`src/logic/flash_host_pkg.sv`:
```
`default_nettype none
package flash_host_pkg;
   localparam int ADDR_W = 19;
   localparam int DATA_W = 8;
   // Unlock addresses and command bytes.
   localparam logic [18:0] UNLOCK_A = 19'h00555;
   localparam logic [18:0] UNLOCK_B = 19'h002aa;
   localparam logic [7:0] CMD_UNLOCK_A = 8'haa;
   localparam logic [7:0] CMD_UNLOCK_B = 8'h55;
   localparam logic [7:0] CMD_PROGRAM = 8'ha0;
   localparam logic [7:0] CMD_ERASE_SETUP = 8'h80;
   localparam logic [7:0] CMD_CHIP_ERASE = 8'h10;
   localparam logic [7:0] CMD_SECTOR_ERASE = 8'h30;
   localparam logic [7:0] CMD_SUSPEND = 8'hb0;
   localparam logic [7:0] CMD_RESUME = 8'h30;
   localparam logic [7:0] CMD_IDENTIFY = 8'h90;
   localparam logic [7:0] CMD_RESET = 8'hf0;
   // Identification read offsets.
   localparam logic [18:0] ID_MAKER_A = 19'h00000;
   localparam logic [18:0] ID_DEVICE_A = 19'h00001;
   localparam logic [18:0] ID_PROTECT_OFS = 19'h00002;
   localparam int SECTOR_LSB = 16;
   // Operation codes on the user port.
   localparam logic [2:0] OP_READ = 3'h0;
   localparam logic [2:0] OP_PROGRAM = 3'h1;
   localparam logic [2:0] OP_CHIP_ERASE = 3'h2;
   localparam logic [2:0] OP_SECTOR_ERASE = 3'h3;
   localparam logic [2:0] OP_SUSPEND = 3'h4;
   localparam logic [2:0] OP_RESUME = 3'h5;
   localparam logic [2:0] OP_IDENTIFY = 3'h6;
   localparam logic [2:0] OP_RESET = 3'h7;
   // Bus cycle timing at 10 MHz.
   localparam int CLK_NS = 100;
   localparam int SETUP_NS = 100;
   localparam int STROBE_NS = 100;
   localparam int ACCESS_NS = 100;
   localparam int SETUP_CYC = (SETUP_NS + CLK_NS - 1) / CLK_NS;
   localparam int STROBE_CYC = (STROBE_NS + CLK_NS - 1) / CLK_NS;
   localparam int ACCESS_CYC = (ACCESS_NS + CLK_NS - 1) / CLK_NS + 2;
   localparam int MAX_WRITES = 6;
endpackage
`default_nettype wire

```
`src/logic/bus_cycle.sv`:
```
`timescale 1ns/1ns
`default_nettype none
// ----------------------------------------
// One strobed bus cycle on the flash pins.
// ----------------------------------------
module bus_cycle (
   input wire logic ref_clk,
   input wire logic rst_n,
   input wire logic clk_en,
   input wire logic start,
   input wire logic is_read,
   input wire logic [18:0] addr,
   input wire logic [7:0] wdata,
   output logic done,
   output logic [7:0] rdata,
   output logic chip_sel_n,
   output logic out_en_n,
   output logic write_n,
   output logic [18:0] addr_pins,
   output logic [7:0] byte_bus_out,
   output logic byte_bus_oe_n,
   input wire logic [7:0] byte_bus_in
);
   typedef enum logic [1:0] {idle_s, setup_s, strobe_s, hold_s} cyc_t;
   cyc_t state;
   logic rd;
   logic [3:0] cnt;
   logic [7:0] sync1, sync2;

   always_ff @(posedge ref_clk or negedge rst_n) begin
      if (!rst_n) begin
         sync1 <= 8'h00;
         sync2 <= 8'h00;
      end else if (clk_en) begin
         sync1 <= byte_bus_in;
         sync2 <= sync1;
      end
   end

   always_ff @(posedge ref_clk or negedge rst_n) begin
      if (!rst_n) begin
         state <= idle_s;
         cnt <= 4'h0;
         rd <= 1'b0;
         done <= 1'b0;
         rdata <= 8'h00;
         chip_sel_n <= 1'b1;
         out_en_n <= 1'b1;
         write_n <= 1'b1;
         addr_pins <= 19'h00000;
         byte_bus_out <= 8'h00;
         byte_bus_oe_n <= 1'b1;
      end else if (clk_en) begin
         done <= 1'b0;
         case (state)
            idle_s: begin
               if (start) begin
                  rd <= is_read;
                  addr_pins <= addr;
                  byte_bus_out <= wdata;
                  byte_bus_oe_n <= is_read;
                  cnt <= 4'(flash_host_pkg::SETUP_CYC);
                  state <= setup_s;
               end
            end
            setup_s: begin
               // Address settles first; strobes fall together afterwards.
               chip_sel_n <= 1'b0;
               if (rd) begin
                  out_en_n <= 1'b0;
                  cnt <= 4'(flash_host_pkg::ACCESS_CYC);
               end else begin
                  write_n <= 1'b0;
                  cnt <= 4'(flash_host_pkg::STROBE_CYC);
               end
               state <= strobe_s;
            end
            strobe_s: begin
               if (cnt > 4'h1) begin
                  cnt <= cnt - 4'h1;
               end else begin
                  if (rd) begin
                     rdata <= sync2;
                  end
                  // Data stays driven past the rising write strobe.
                  write_n <= 1'b1;
                  out_en_n <= 1'b1;
                  chip_sel_n <= 1'b1;
                  state <= hold_s;
               end
            end
            hold_s: begin
               byte_bus_oe_n <= 1'b1;
               done <= 1'b1;
               state <= idle_s;
            end
            default: state <= idle_s;
         endcase
      end
   end
endmodule // bus_cycle
`default_nettype wire

```
`src/logic/flash_host.sv`:
```
`timescale 1ns/1ns
`default_nettype none
// Behaviour
// - Reads hold chip select and output enable low, write strobe high.
// - Command writes drive write strobe and chip select low, output enable high.
// - Protected sectors refuse program and erase; protect all before unprotect.
// - Program is AA/555, 55/2AA, A0/555, then byte at its address.
// - Chip erase is six writes ending with 10 to 555.
// - Sector erase ends with 30 written inside the sector.
// - Host writes reset to leave identification mode.
module flash_host (
   input wire logic ref_clk,
   input wire logic rst_n,
   input wire logic clk_en,
   input wire logic op_valid,
   output logic op_ready,
   input wire logic [2:0] op_code,
   input wire logic [18:0] op_addr,
   input wire logic [7:0] op_data,
   output logic rsp_valid,
   output logic [7:0] rsp_data,
   output logic id_mode,
   output logic suspended,
   output logic chip_sel_n,
   output logic out_en_n,
   output logic write_n,
   output logic [18:0] addr_pins,
   output logic [7:0] byte_bus_out,
   output logic byte_bus_oe_n,
   input wire logic [7:0] byte_bus_in
);
   typedef enum logic [1:0] {idle_s, issue_s, wait_s} seq_t;
   seq_t state;
   logic [2:0] op;
   logic [18:0] target;
   logic [7:0] value;
   logic [2:0] idx;
   logic [2:0] last_idx;
   logic cyc_start;
   logic cyc_read;
   logic [18:0] cyc_addr;
   logic [7:0] cyc_data;
   logic cyc_done;
   logic [7:0] cyc_rdata;

   // ----------------------------------------
   // Step table for each command sequence.
   // ----------------------------------------
   always_comb begin
      last_idx = 3'h0;
      cyc_read = 1'b0;
      cyc_addr = target;
      cyc_data = value;
      case (op)
         flash_host_pkg::OP_READ: begin
            cyc_read = 1'b1;
         end
         flash_host_pkg::OP_RESET: cyc_data = flash_host_pkg::CMD_RESET;
         flash_host_pkg::OP_SUSPEND: cyc_data = flash_host_pkg::CMD_SUSPEND;
         flash_host_pkg::OP_RESUME: cyc_data = flash_host_pkg::CMD_RESUME;
         default: begin
            // Unlock prefix shared by all multi-cycle sequences.
            case (op)
               flash_host_pkg::OP_PROGRAM: last_idx = 3'h3;
               flash_host_pkg::OP_IDENTIFY: last_idx = 3'h3;
               default: last_idx = 3'h5;
            endcase
            case (idx)
               3'h0, 3'h3: begin
                  cyc_addr = flash_host_pkg::UNLOCK_A;
                  cyc_data = flash_host_pkg::CMD_UNLOCK_A;
               end
               3'h1, 3'h4: begin
                  cyc_addr = flash_host_pkg::UNLOCK_B;
                  cyc_data = flash_host_pkg::CMD_UNLOCK_B;
               end
               3'h2: begin
                  cyc_addr = flash_host_pkg::UNLOCK_A;
                  if (op == flash_host_pkg::OP_PROGRAM) begin
                     cyc_data = flash_host_pkg::CMD_PROGRAM;
                  end else if (op == flash_host_pkg::OP_IDENTIFY) begin
                     cyc_data = flash_host_pkg::CMD_IDENTIFY;
                  end else begin
                     cyc_data = flash_host_pkg::CMD_ERASE_SETUP;
                  end
               end
               default: begin
                  cyc_addr = flash_host_pkg::UNLOCK_A;
                  cyc_data = flash_host_pkg::CMD_CHIP_ERASE;
                  if (op == flash_host_pkg::OP_SECTOR_ERASE) begin
                     cyc_addr = target;
                     cyc_data = flash_host_pkg::CMD_SECTOR_ERASE;
                  end
               end
            endcase
            // No unprotect cycle is ever issued, so the protect order cannot break.
            // Program ends on the user address/byte; identification ends on a read of the user address.
            if ((op == flash_host_pkg::OP_PROGRAM) && (idx == 3'h3)) begin
               cyc_addr = target;
               cyc_data = value;
            end
            if ((op == flash_host_pkg::OP_IDENTIFY) && (idx == 3'h3)) begin
               cyc_addr = target;
               cyc_read = 1'b1;
            end
         end
      endcase
   end

   assign op_ready = (state == idle_s);

   // ----------------------------------------
   // Sequencer: one bus cycle per step.
   // ----------------------------------------
   always_ff @(posedge ref_clk or negedge rst_n) begin
      if (!rst_n) begin
         state <= idle_s;
         op <= flash_host_pkg::OP_READ;
         target <= 19'h00000;
         value <= 8'h00;
         idx <= 3'h0;
         cyc_start <= 1'b0;
         rsp_valid <= 1'b0;
         rsp_data <= 8'h00;
      end else if (clk_en) begin
         cyc_start <= 1'b0;
         rsp_valid <= 1'b0;
         case (state)
            idle_s: begin
               if (op_valid) begin
                  op <= op_code;
                  target <= op_addr;
                  value <= op_data;
                  idx <= 3'h0;
                  state <= issue_s;
               end
            end
            issue_s: begin
               cyc_start <= 1'b1;
               state <= wait_s;
            end
            wait_s: begin
               if (cyc_done) begin
                  if (idx == last_idx) begin
                     rsp_data <= cyc_read ? cyc_rdata : 8'h00;
                     rsp_valid <= 1'b1;
                     idx <= 3'h0;
                     state <= idle_s;
                  end else begin
                     idx <= idx + 3'h1;
                     state <= issue_s;
                  end
               end
            end
            default: state <= idle_s;
         endcase
      end
   end

   // ----------------------------------------
   // Mode tracking of the device outside.
   // ----------------------------------------
   always_ff @(posedge ref_clk or negedge rst_n) begin
      if (!rst_n) begin
         id_mode <= 1'b0;
         suspended <= 1'b0;
      end else if (clk_en && (state == wait_s) && cyc_done && (idx == last_idx)) begin
         case (op)
            flash_host_pkg::OP_IDENTIFY: id_mode <= 1'b1;
            flash_host_pkg::OP_RESET: id_mode <= 1'b0;
            flash_host_pkg::OP_SUSPEND: suspended <= 1'b1;
            flash_host_pkg::OP_RESUME: suspended <= 1'b0;
            default: id_mode <= id_mode;
         endcase
      end
   end

   bus_cycle u_cycle (
      .ref_clk(ref_clk),
      .rst_n(rst_n),
      .clk_en(clk_en),
      .start(cyc_start),
      .is_read(cyc_read),
      .addr(cyc_addr),
      .wdata(cyc_data),
      .done(cyc_done),
      .rdata(cyc_rdata),
      .chip_sel_n(chip_sel_n),
      .out_en_n(out_en_n),
      .write_n(write_n),
      .addr_pins(addr_pins),
      .byte_bus_out(byte_bus_out),
      .byte_bus_oe_n(byte_bus_oe_n),
      .byte_bus_in(byte_bus_in)
   );
endmodule // flash_host
`default_nettype wire

```
`config.mk`:
```
export PLATFORM = sky130hd
export DESIGN_NAME = flash_host
export DESIGN_NICKNAME = d
export VERILOG_FILES = /design/src/logic/flash_host_pkg.sv /design/src/logic/bus_cycle.sv /design/src/logic/flash_host.sv
export SDC_FILE = /design/constraint.sdc
export NUM_CORES = 1
export LEC_CHECK = 0
export BUFFER_PORTS_ARGS = -buffer_cell sky130_fd_sc_hd__clkbuf_2
export CORE_UTILIZATION = 41
export DETAILED_ROUTE_END_ITERATION = 10
export GPL_TIMING_DRIVEN = 0
export PLACE_DENSITY = 0.6
export SETUP_SLACK_MARGIN = 0.3
export SLEW_MARGIN = 25
export SYNTH_ARGS = -nofsm -noshare
export SYNTH_HDL_FRONTEND = slang
export SYNTH_SLANG_ARGS = --single-unit
```
`constraint.sdc`:
```
create_clock -name ref_clk -period 1.9 [get_ports ref_clk]
set_input_delay 0.38 -clock ref_clk [delete_from_list [all_inputs] [get_ports ref_clk]]
set_output_delay 0.38 -clock ref_clk [all_outputs]
set_load 0.05 [all_outputs]
```
Yosys cells after proc, flatten, opt, wreduce, memory -nomap -nowiden
Cells that the tools add are included.
{ "totals": {"ff_bits": 110, "inputBits": 42, "word_cells": 131} }
{ "classes": {"addsub": 2, "n_lt_le_gt_ge": 1, "eq_ne": 23, "n_mux": 46, "n_bitwise": 1, "reduce_logical": 35} }
{ "ops": {"columns": ["cell", "n"], "rows": [
  ["$mux 19", 4],
  ["$pmux 19 s2", 1],
  ["$pmux 8 s4", 1],
  ["$pmux 8 s3", 1],
  ["$reduce_and 4->1", 6],
  ["$reduce_and 3->1", 6],
  ["$mux 8", 2],
  ["$eq 3x3->1 const B", 5],
  ["$mux 3", 5],
  ["$pmux 1 s2", 7],
  ["$mux 6", 2],
  ["$pmux 4 s3", 1],
  ["$mux 1", 11],
  ["$mux 2", 5],
  ["$reduce_bool 2->1", 5],
  ["$eq 3x2->1 const B", 3],
  ["$mux 4", 2],
  ["$ne 2x2->1 const B", 4],
  ["$pmux 2 s4", 1],
  ["$eq 2x2->1 const B", 3],
  ["$eq 3x1->1 const B", 2],
  ["$logic_not 3->1", 2],
  ["$ne 2x1->1 const B", 3],
  ["$pmux 2 s3", 1],
  ["15 further kinds", 25]
]} }

Logic depth before layout (Yosys ltp)
Gate-level depths: netlist of run 1.
{ "depth": {"ltp_word": 8, "ltp_mapped": 9, "ltp_nobuf": 7} }

By module
From an unflattened synthesis of run 1, not the netlist that was laid out.
{ "unflattened": {"hier_cells": 403, "hier_area_um2": 5122.4} }
{ "by_module_without_submodules": {"columns": ["mod", "instances", "cells_per_inst", "area_each_um2"], "rows": [
  ["bus_cycle", 1, 177, 2620.0],
  ["flash_host", 1, 226, 2502.4]
]} }

Worst setup path after synthesis of run 1
No wires, ideal clock.
{ "synth_path": {"kind": "register to register", "from": "register idx[0]", "to": "register u_cycle.addr_pins[0]", "setup_ns": 0.123, "arrival_time_ns": 1.972, "required_time_ns": 1.777, "setup_slack_ns": -0.195, "path_stages_with_launch": 8, "synth_period_minus_slack_ns": 2.095, "cell_sequence": "dfrtp_1 > inv_1 > ha_1 > or2_2 > a21oi_1 > and3_1 > o21ai_0 > o221a_2"} }
{ "synth_via": {"elab_chain_len": 6, "elab_cells_between_ends": 13, "classes_between": "4 x eq/ne; 4 x mux; 5 x reduce/logical"} }
{ "synth_rtl": {"columns": ["item", "line", "source"], "rows": [
  ["start: declaration", "flash_host.sv:37", "logic [2:0] idx;"],
  ["start signal: assignment", "flash_host.sv:150", "idx <= idx + 3'h1;"],
  ["$eq 3x2->1 (tied with other cells)", "flash_host.sv:68, flash_host.sv:98, flash_host.sv:102", null],
  ["$reduce_or 3->1 (no line) or $reduce_or 2->1 (tied branches)", null, null],
  ["$pmux 19 s2", "flash_host.sv:68", "case (idx)"],
  ["$mux 19", "flash_host.sv:98", "if ((op == flash_host_pkg::OP_PROGRAM) && (idx == 3'h3)) begin"],
  ["$mux 19 *", "flash_host.sv:102", "if ((op == flash_host_pkg::OP_IDENTIFY) && (idx == 3'h3)) begin"],
  ["$mux 19 *", "flash_host.sv:54", "case (op)"],
  ["end signal: assignment", "bus_cycle.sv:59", "addr_pins <= addr;"],
  ["end: declaration", "bus_cycle.sv:19", "output logic [18:0] addr_pins,"]
]} }
Every way passes the cells marked *; elsewhere a longest branch is shown, timed or not.
A chain may end at the register's enable or synchronous reset.

Worst setup path in the final report of run 1
{ "layout_path": {"from": "register u_cycle.state[1]", "to": "register u_cycle.cnt[3]"} }
{ "layout_via": {"elab_chain_len": 3, "elab_cells_between_ends": 8, "classes_between": "4 x eq/ne; 1 x mux; 3 x reduce/logical"} }
{ "layout_rtl": {"columns": ["item", "line", "source"], "rows": [
  ["start: declaration", "bus_cycle.sv:25", "cyc_t state;"],
  ["start signal: assignment", "bus_cycle.sv:42", "state <= idle_s;"],
  ["start signal: assignment", "bus_cycle.sv:63", "state <= setup_s;"],
  ["start signal: assignment", "bus_cycle.sv:76", "state <= strobe_s;"],
  ["$eq 2x2->1 (tied with other cells)", "bus_cycle.sv:55", "case (state)"],
  ["$ne 2x1->1 (no line) (tied with other cells)", null, null],
  ["$reduce_and 4->1 (no line)", null, null],
  ["end signal: assignment", "bus_cycle.sv:62", "cnt <= 4'(flash_host_pkg::SETUP_CYC);"],
  ["end signal: assignment", "bus_cycle.sv:71", "cnt <= 4'(flash_host_pkg::ACCESS_CYC);"],
  ["end signal: assignment", "bus_cycle.sv:74", "cnt <= 4'(flash_host_pkg::STROBE_CYC);"],
  ["end: declaration", "bus_cycle.sv:27", "logic [3:0] cnt;"]
]} }
Several ways; a longest one is shown, not always the timed one.

==> impl_metrics.yaml, run 1 <==
floorplanning:
  fp.dieArea_um2: 12240
  die_width_um: 110.6
  initial_core_util: 0.4219
  die_height_um: 110.6
  io-pin-count: 85
  core.rowCount: 39
  core_um2: 11470
pwr:
  pwr-share-clk: 0.169
  static-leakage-power_nw: 3.071
  power.share.switching: 0.4169
  comb_power_share: 0.509
  power.total_w: 0.01215
  power_per_cell_area_nw_per_um2: 1778
  worst_ir_drop_vdd_v: 0.001293
  share_seq_of_total_power: 0.322
  power_report.internal_total_w: 0.007083
  net-switching-power_w: 0.005065
worst_setup_path:
  crit_chain: "inv_2, ha_4, buf_4, nor3_2, a211o_1, or4b_4, a22oi_2"
  family_with_the_most_delay_on_the_worst_path: "simple AND/OR/NAND/NOR gates"
  cp.required_ns: 2.17
  worstReg2RegEnd: "u_cycle.cnt[3]$_DFFE_PN0P_"
  worst_path_buffer_plus_inverter_count: 2
  timing.critical_path.slowest_cell_delay_ns: 0.49
  critPathCapture: "u_cycle.cnt[3]$_DFFE_PN0P_"
  rrSetupSlack_ns: 0.06
  cp-end-kind: "flop"
  timing.critical_path.arrival_ns: 2.11
  crit_start: "u_cycle.state[1]$_DFFE_PN0P_"
  start_kind: "flop"
  r2r_start: "u_cycle.state[1]$_DFFE_PN0P_"
  critPathMaxFanout: 3
  r2r_cells: 7
  cp.depth: 7
  setup_crit_path_kind: "reg2reg"
  slowest_stage: "sky130_fd_sc_hd__or4b_4"
logic_synthesis:
  synth.net_count: 484
  syn_inst: 431
  synth_cell_type_count: 43
  sequential_cell_area_fraction_in_the_yosys_report: 0.5700
  syn_area_per_cell_um2: 11.23
  yosys_register_bits: 110
  synth-warning-count: 0
  netlist_area_um2: 4838
global_route:
  gr-total-overflow: 0
  grt.total_usage: 0.1952
  number_of_global_route_vias_before_repair: 3744
  largest_net_degree_at_the_start_of_global_routing: 75
  grt_pass1_wl_um: 18820
  grt_antenna_before_repair: 0
routing:
  vias: 3776
  wl_met3_um: 514
  wirelength_met1_um: 5242
  firstDrtPassIters: 5
  remaining_drc_errors: 0
  wl_um: 11570
  first_iter_violations: 154
  route.detailed.wl_per_inst_um: 16.05
  ant_nets: 0
  post_drt_via_cell_ratio: 5.237
  detailroute.wirelength.met2_um: 5757
  highest_layer: "met4"
sta:
  holdWs_ns: 0.2287
  timing.final.max_slew_violations: 0
  rsz0062_at_grt: "true"
  fin_ws_ns: 0.06189
  finalCriticalPeriod_ns: 1.838
  setup-tns-final_ns: 0
  timing.slew.headroom: 0.6616
  finClkSkew_ns: 0.008488
  max_slew.worst_pin.slew_ns: 0.5077
  final_setup_violations: 0
  min_period_over_period: 0.9674
  hold_viol_final: 0
  fmaxAchievable_mhz: 544.0
layout:
  nNetsFinal: 626
  filler_cell_count: 933
  layout.cells.most_common_list: "sky130_fd_sc_hd__dfrtp_1, sky130_fd_sc_hd__clkbuf_2, sky130_fd_sc_hd__nand2_1"
  most_common_cell_after_layout_fill_and_taps_aside: "sky130_fd_sc_hd__dfrtp_1"
  utilization: 0.5956
  drive_above_1_share: 0.5484
  area.growth.synth_to_final_pct: 41.17
  n_antenna_cell: 0
placement:
  place_congestion: 0.7815
  pre_cts_ws_ns: -0.3414
  io_buffers: 84
  dp.final_hpwl_um: 7543
cts:
  cts_tree: "built"
  h_tree_level_count: 3
  clock_tree.buffer_depth: 2
  cts_made_buffers: 9
  cts_root_buffer: "sky130_fd_sc_hd__clkbuf_16"
  clk-insertion-delay-late_ns: 0.35
  clkSinkCount: 110
  clkSlewWorstSetupHoldPaths_ns: 0.08
worst_hold_path:
  worstHoldPathType: "in2reg"
job:
  cap_violations: 0
run_status:
  outcome: "completed"
[worst min-delay path by stage]
stage / slack [ns] / cells after the start / from / endpoint
2_1_floorplan: 0.08 / 0 / rst_n / cyc_start$_DFFE_PN0P_
3_3_place_gp: 0.46 / 2 / u_cycle.addr_pins[16]$_DFFE_PN0P_ / u_cycle.addr_pins[16]$_DFFE_PN0P_
3_5_place_dp: 0.32 / 1 / rst_n / u_cycle.byte_bus_out[3]$_DFFE_PN0P_
4_1_cts: 0.22 / 3 / op_code[0] / op[0]$_DFFE_PN0P_
5_1_grt: 0.24 / 3 / op_code[0] / op[0]$_DFFE_PN0P_
6_report: 0.23 / 3 / op_code[0] / op[0]$_DFFE_PN0P_
[routing by layer]
metal  up-vias  track usage
met3         4      0.05543
met1      1888       0.2564
li1       1808            -
met5         -            0
met4         0      0.05244
met2        76       0.3168
[metrics by stage]
step / instance area (um^2) / cells
2_1_floorplan: 5051 / 431
3_3_place_gp: 5650 / 658
3_5_place_dp: 5687 / 659
4_1_cts: 6457 / 705
5_1_grt: 6830 / 721
6_report: 6830 / 721
[timing repair]
action | CTS | global route
hold endpoints to repair | 32 | 0
gates resized for setup | 64 | 71
buffers inserted | 28 | 16
setup endpoints to repair | 99 | 91
hold buffers | 1 | 0
gates cloned | 1 | 0
pin swaps | 15 | 25
[worst reg2reg max path, cell delays in order (launching register included)]
cell	delay (ns)
sky130_fd_sc_hd__dfrtp_1	0.41
sky130_fd_sc_hd__inv_2	0.12
sky130_fd_sc_hd__ha_4	0.16
sky130_fd_sc_hd__buf_4	0.11
sky130_fd_sc_hd__nor3_2	0.03
sky130_fd_sc_hd__a211o_1	0.30
sky130_fd_sc_hd__or4b_4	0.49
sky130_fd_sc_hd__a22oi_2	0.13
[registers in the layout, summed over array words and instances (netlist names), 2 cells and up]
signal and flops:
state 2, u_cycle.sync2 8, op 3, idx 3, target 19, u_cycle.cnt 4, u_cycle.rdata 8, value 8
u_cycle.addr_pins 19, u_cycle.sync1 8, u_cycle.state 2, u_cycle.byte_bus_out 8, rsp_data 8
[cell usage after synthesis (all sizes together)]
| library cell | count | share of area |
|---|---|---|
| dfrtp | 106 | 0.55 |
| nand2 | 64 | 0.050 |
| mux2 | 55 | 0.13 |
| o21ai | 35 | 0.036 |
| nor2 | 24 | 0.019 |
| a21oi | 21 | 0.022 |
| inv | 15 | 0.012 |
| nand3 | 13 | 0.013 |
| clkbuf | 12 | 0.0093 |
| ha | 11 | 0.028 |
| a31oi | 7 | 0.0091 |
| buf | 7 | 0.0083 |
| nor2b | 6 | 0.0078 |
| o221a | 6 | 0.014 |
| nor3 | 5 | 0.0052 |
| dfstp | 4 | 0.022 |
| nand2b | 4 | 0.0052 |
| o31ai | 4 | 0.0062 |
| or2 | 4 | 0.0052 |
| o32ai | 3 | 0.0054 |
| a2111oi | 2 | 0.0075 |
| a22oi | 2 | 0.0031 |
| a2bb2oi | 2 | 0.0036 |
| mux2i | 2 | 0.0041 |
| nand3b | 2 | 0.0031 |
| o22ai | 2 | 0.0026 |
| a211o | 1 | 0.0018 |
| a211oi | 1 | 0.0016 |
| a32o | 1 | 0.0021 |
| a41o | 1 | 0.0021 |
| a41oi | 1 | 0.0018 |
| and3 | 1 | 0.0013 |
| and4 | 1 | 0.0018 |
| nand4 | 1 | 0.0013 |
| nor4b | 1 | 0.0018 |
| o21a | 1 | 0.0016 |
| o41ai | 1 | 0.0018 |
| or3b | 1 | 0.0018 |
| or4b | 1 | 0.0021 |
[power by group through the flow]
stage | registers, W | clock network, W | logic, W
2_1_floorplan | 0.00493 | 0 | 0.00241
3_3_place_gp | 0.00385 | 0 | 0.00447
3_5_place_dp | 0.00389 | 0 | 0.00454
4_1_cts | 0.00387 | 0.00210 | 0.00537
5_1_grt | 0.00403 | 0.00217 | 0.00661
6_report | 0.00391 | 0.00206 | 0.00618
[kinds of logic (layout without fill, tap and decap cells)]
group,after synthesis,count (layout),synth area share
compound gates,91,91,0.1221
fa+ha+maj,11,11,0.02845
mux,57,57,0.1321
buf+inv,34,181,0.02922
simple gates,128,128,0.1182
flops,110,110,0.5699
[final cells by class]
| class | instances | area, um^2 | share of cell area |
|---|---|---|---|
| clock buffer | 11 | 242.7 | 0.03554 |
| buffer | 19 | 146.4 | 0.02143 |
| sequential | 110 | 2764 | 0.4047 |
| tap | 143 | 178.9 | 0.02620 |
| multi-input combinational | 287 | 2482 | 0.3634 |
| timing repair buffer | 131 | 868.3 | 0.1271 |
| inverter | 15 | 66.31 | 0.009709 |
| clock inverter | 5 | 81.33 | 0.01191 |
(Power assumes the default switching activity.)
==> inputs of run 2 (changes only) <==
==> constraint.sdc (replaced) <==
create_clock -name ref_clk -period 1.9 [get_ports ref_clk]
set_input_delay 0.285 -clock ref_clk [delete_from_list [all_inputs] [get_ports ref_clk]]
set_output_delay 0.285 -clock ref_clk [all_outputs]
set_load 0.05 [all_outputs]
==> impl_metrics.yaml, run 2 (synthesis results as in run 1) <==
run_status:
  outcome: "completed"
worst_setup_path:
  setup_crit_path_kind: "reg2reg"
  critPathMaxFanout: 3
  worstReg2RegEnd: "u_cycle.cnt[3]$_DFFE_PN0P_"
  crit_chain: "inv_2, ha_4, buf_4, nor3_2, a211o_1, or4b_4, a22oi_2"
  crit_start: "u_cycle.state[1]$_DFFE_PN0P_"
  family_with_the_most_delay_on_the_worst_path: "simple AND/OR/NAND/NOR gates"
  slowest_stage: "sky130_fd_sc_hd__or4b_4"
  r2r_cells: 7
  cp.required_ns: 2.17
  timing.critical_path.slowest_cell_delay_ns: 0.49
  worst_path_buffer_plus_inverter_count: 2
  r2r_start: "u_cycle.state[1]$_DFFE_PN0P_"
  start_kind: "flop"
  timing.critical_path.arrival_ns: 2.11
  rrSetupSlack_ns: 0.06
  cp-end-kind: "flop"
layout:
  most_common_cell_after_layout_fill_and_taps_aside: "sky130_fd_sc_hd__dfrtp_1"
  top_regs: "target (19), u_cycle.addr_pins (19)"
  nNetsFinal: 626
  layout.cells.most_common_list: "sky130_fd_sc_hd__dfrtp_1, sky130_fd_sc_hd__clkbuf_2, sky130_fd_sc_hd__nand2_1"
  n_antenna_cell: 0
  utilization: 0.5954
  final_cell_count_no_fill: 721
  drive_above_1_share: 0.5484
  area.growth.synth_to_final_pct: 41.12
  filler_cell_count: 933
routing:
  route.detailed.wl_per_inst_um: 16.05
  ant_nets: 0
  wl_um: 11570
  first_iter_violations: 154
  post_drt_via_cell_ratio: 5.239
  firstDrtPassIters: 5
  remaining_drc_errors: 0
  vias: 3777
sta:
  hold_viol_final: 0
  final_setup_violations: 0
  fin_ws_ns: 0.06188
  rsz0062_at_grt: "true"
  timing.final.max_slew_violations: 0
  finClkSkew_ns: 0.008488
  min_period_over_period: 0.9674
  timing.slew.headroom: 0.6616
  fmaxAchievable_mhz: 544.0
  finalCriticalPeriod_ns: 1.838
  max_slew.worst_pin.slew_ns: 0.5077
placement:
  place_congestion: 0.7815
  dpl.cell_count: 659
  pre_cts_ws_ns: -0.3414
  io_buffers: 84
  dp.final_hpwl_um: 7543
cts:
  clock_tree.buffer_depth: 2
  clkSinkCount: 110
  cts_tree: "built"
  clkSlewWorstSetupHoldPaths_ns: 0.08
  clk-insertion-delay-late_ns: 0.35
  cts_root_buffer: "sky130_fd_sc_hd__clkbuf_16"
  cts_made_buffers: 9
  h_tree_level_count: 3
worst_hold_path:
  hp-start: "op_code[0]"
  hold_path_depth: 3
  holdPathEnd: "op[0]$_DFFE_PN0P_"
  worstHoldPathType: "in2reg"
floorplanning:
  initial_core_util: 0.4219
  die_height_um: 110.6
  core.rowCount: 39
  fp.dieArea_um2: 12240
  die_width_um: 110.6
  core_um2: 11470
  io-pin-count: 85
pwr:
  pwr-share-clk: 0.169
  power.total_w: 0.01214
  power_per_cell_area_nw_per_um2: 1778
  power_report.internal_total_w: 0.007076
  static-leakage-power_nw: 3.072
  comb_power_share: 0.509
  share_seq_of_total_power: 0.322
  power.share.switching: 0.4172
  worst_ir_drop_vdd_v: 0.001293
  net-switching-power_w: 0.005066
global_route:
  grt_pass1_wl_um: 18820
  largest_net_degree_at_the_start_of_global_routing: 75
  number_of_global_route_vias_before_repair: 3744
  grt.total_usage: 0.1952
  grt_antenna_before_repair: 0
  gr-total-overflow: 0
job:
  cap_violations: 0
## run 2: changes by cell type in the layout (fill, tap and decap cells not counted), sizes merged
cell / before / now
clkbuf: 104 / 105
buf: 56 / 55
## run 2: how the worst max path moves through the flow
stage	to	slack (ns)	cells past startpoint
after floorplan	u_cycle.cnt[3]$_DFFE_PN0P_	0.1	7
after global placement	idx[1]$_DFFE_PN0P_	-1.22	1
after detailed placement	u_cycle.byte_bus_out[5]$_DFFE_PN0P_	-0.34	7
after CTS	suspended$_DFFE_PN0P_	0.06	7
after global routing	suspended$_DFFE_PN0P_	-0.03	6
final	u_cycle.cnt[3]$_DFFE_PN0P_	0.06	7
## run 2: through the flow
step / setup TNS (ns) / instance area, um^2 / hold slack [ns]
2_1_floorplan: 0 / 5051 / -0.01059
5_1_grt: -0.06155 / 6828 / 0.1435
6_report: 0 / 6828 / 0.1337
4_1_cts: 0 / 6455 / 0.1230
3_5_place_dp: -10.15 / 5687 / 0.2241
3_3_place_gp: -115.37 / 5650 / 0.4613
## run 2: repair_timing
item / CTS / global route
hold endpoints to repair: 32 / 0
hold buffers: 1 / 0
resized for setup: 63 / 70
cloned: 1 / 0
setup buffers: 28 / 16
pin swaps: 15 / 25
setup endpoints to repair: 92 / 88
## run 2: final cells by class
type                       count  area, um^2  area share
clock inverter                 5       81.33     0.01191
multi-input combinational    287        2482      0.3636
timing repair buffer         131       865.8      0.1268
buffer                        19       146.4     0.02144
inverter                      15       66.31    0.009712
tap                          143       178.9     0.02620
sequential                   110        2764      0.4048
clock buffer                  11       242.7     0.03555
## run 2: worst register-to-register path, stage by stage, from the launching register on
cell	delay (ns)
sky130_fd_sc_hd__dfrtp_1	0.41
sky130_fd_sc_hd__inv_2	0.12
sky130_fd_sc_hd__ha_4	0.16
sky130_fd_sc_hd__buf_4	0.11
sky130_fd_sc_hd__nor3_2	0.03
sky130_fd_sc_hd__a211o_1	0.30
sky130_fd_sc_hd__or4b_4	0.49
sky130_fd_sc_hd__a22oi_2	0.13
## run 2: per-layer routing
layer / global-route usage / part of all wire / vias to the layer above
li1: - / - / 1808
met1: 0.2564 / 0.45 / 1889
met2: 0.3168 / 0.50 / 76
met3: 0.05543 / 0.044 / 4
met4: 0.05244 / 0.0048 / 0
met5: 0 / 0 / -
## run 2: power by group through the flow
stage	sequential [W]	combinational, W	clock (W)
after CTS	0.00387	0.00537	0.00210
after detailed placement	0.00389	0.00454	0
after global routing	0.00403	0.00660	0.00217
after global placement	0.00385	0.00447	0
final	0.00391	0.00618	0.00206
after floorplan	0.00493	0.00241	0
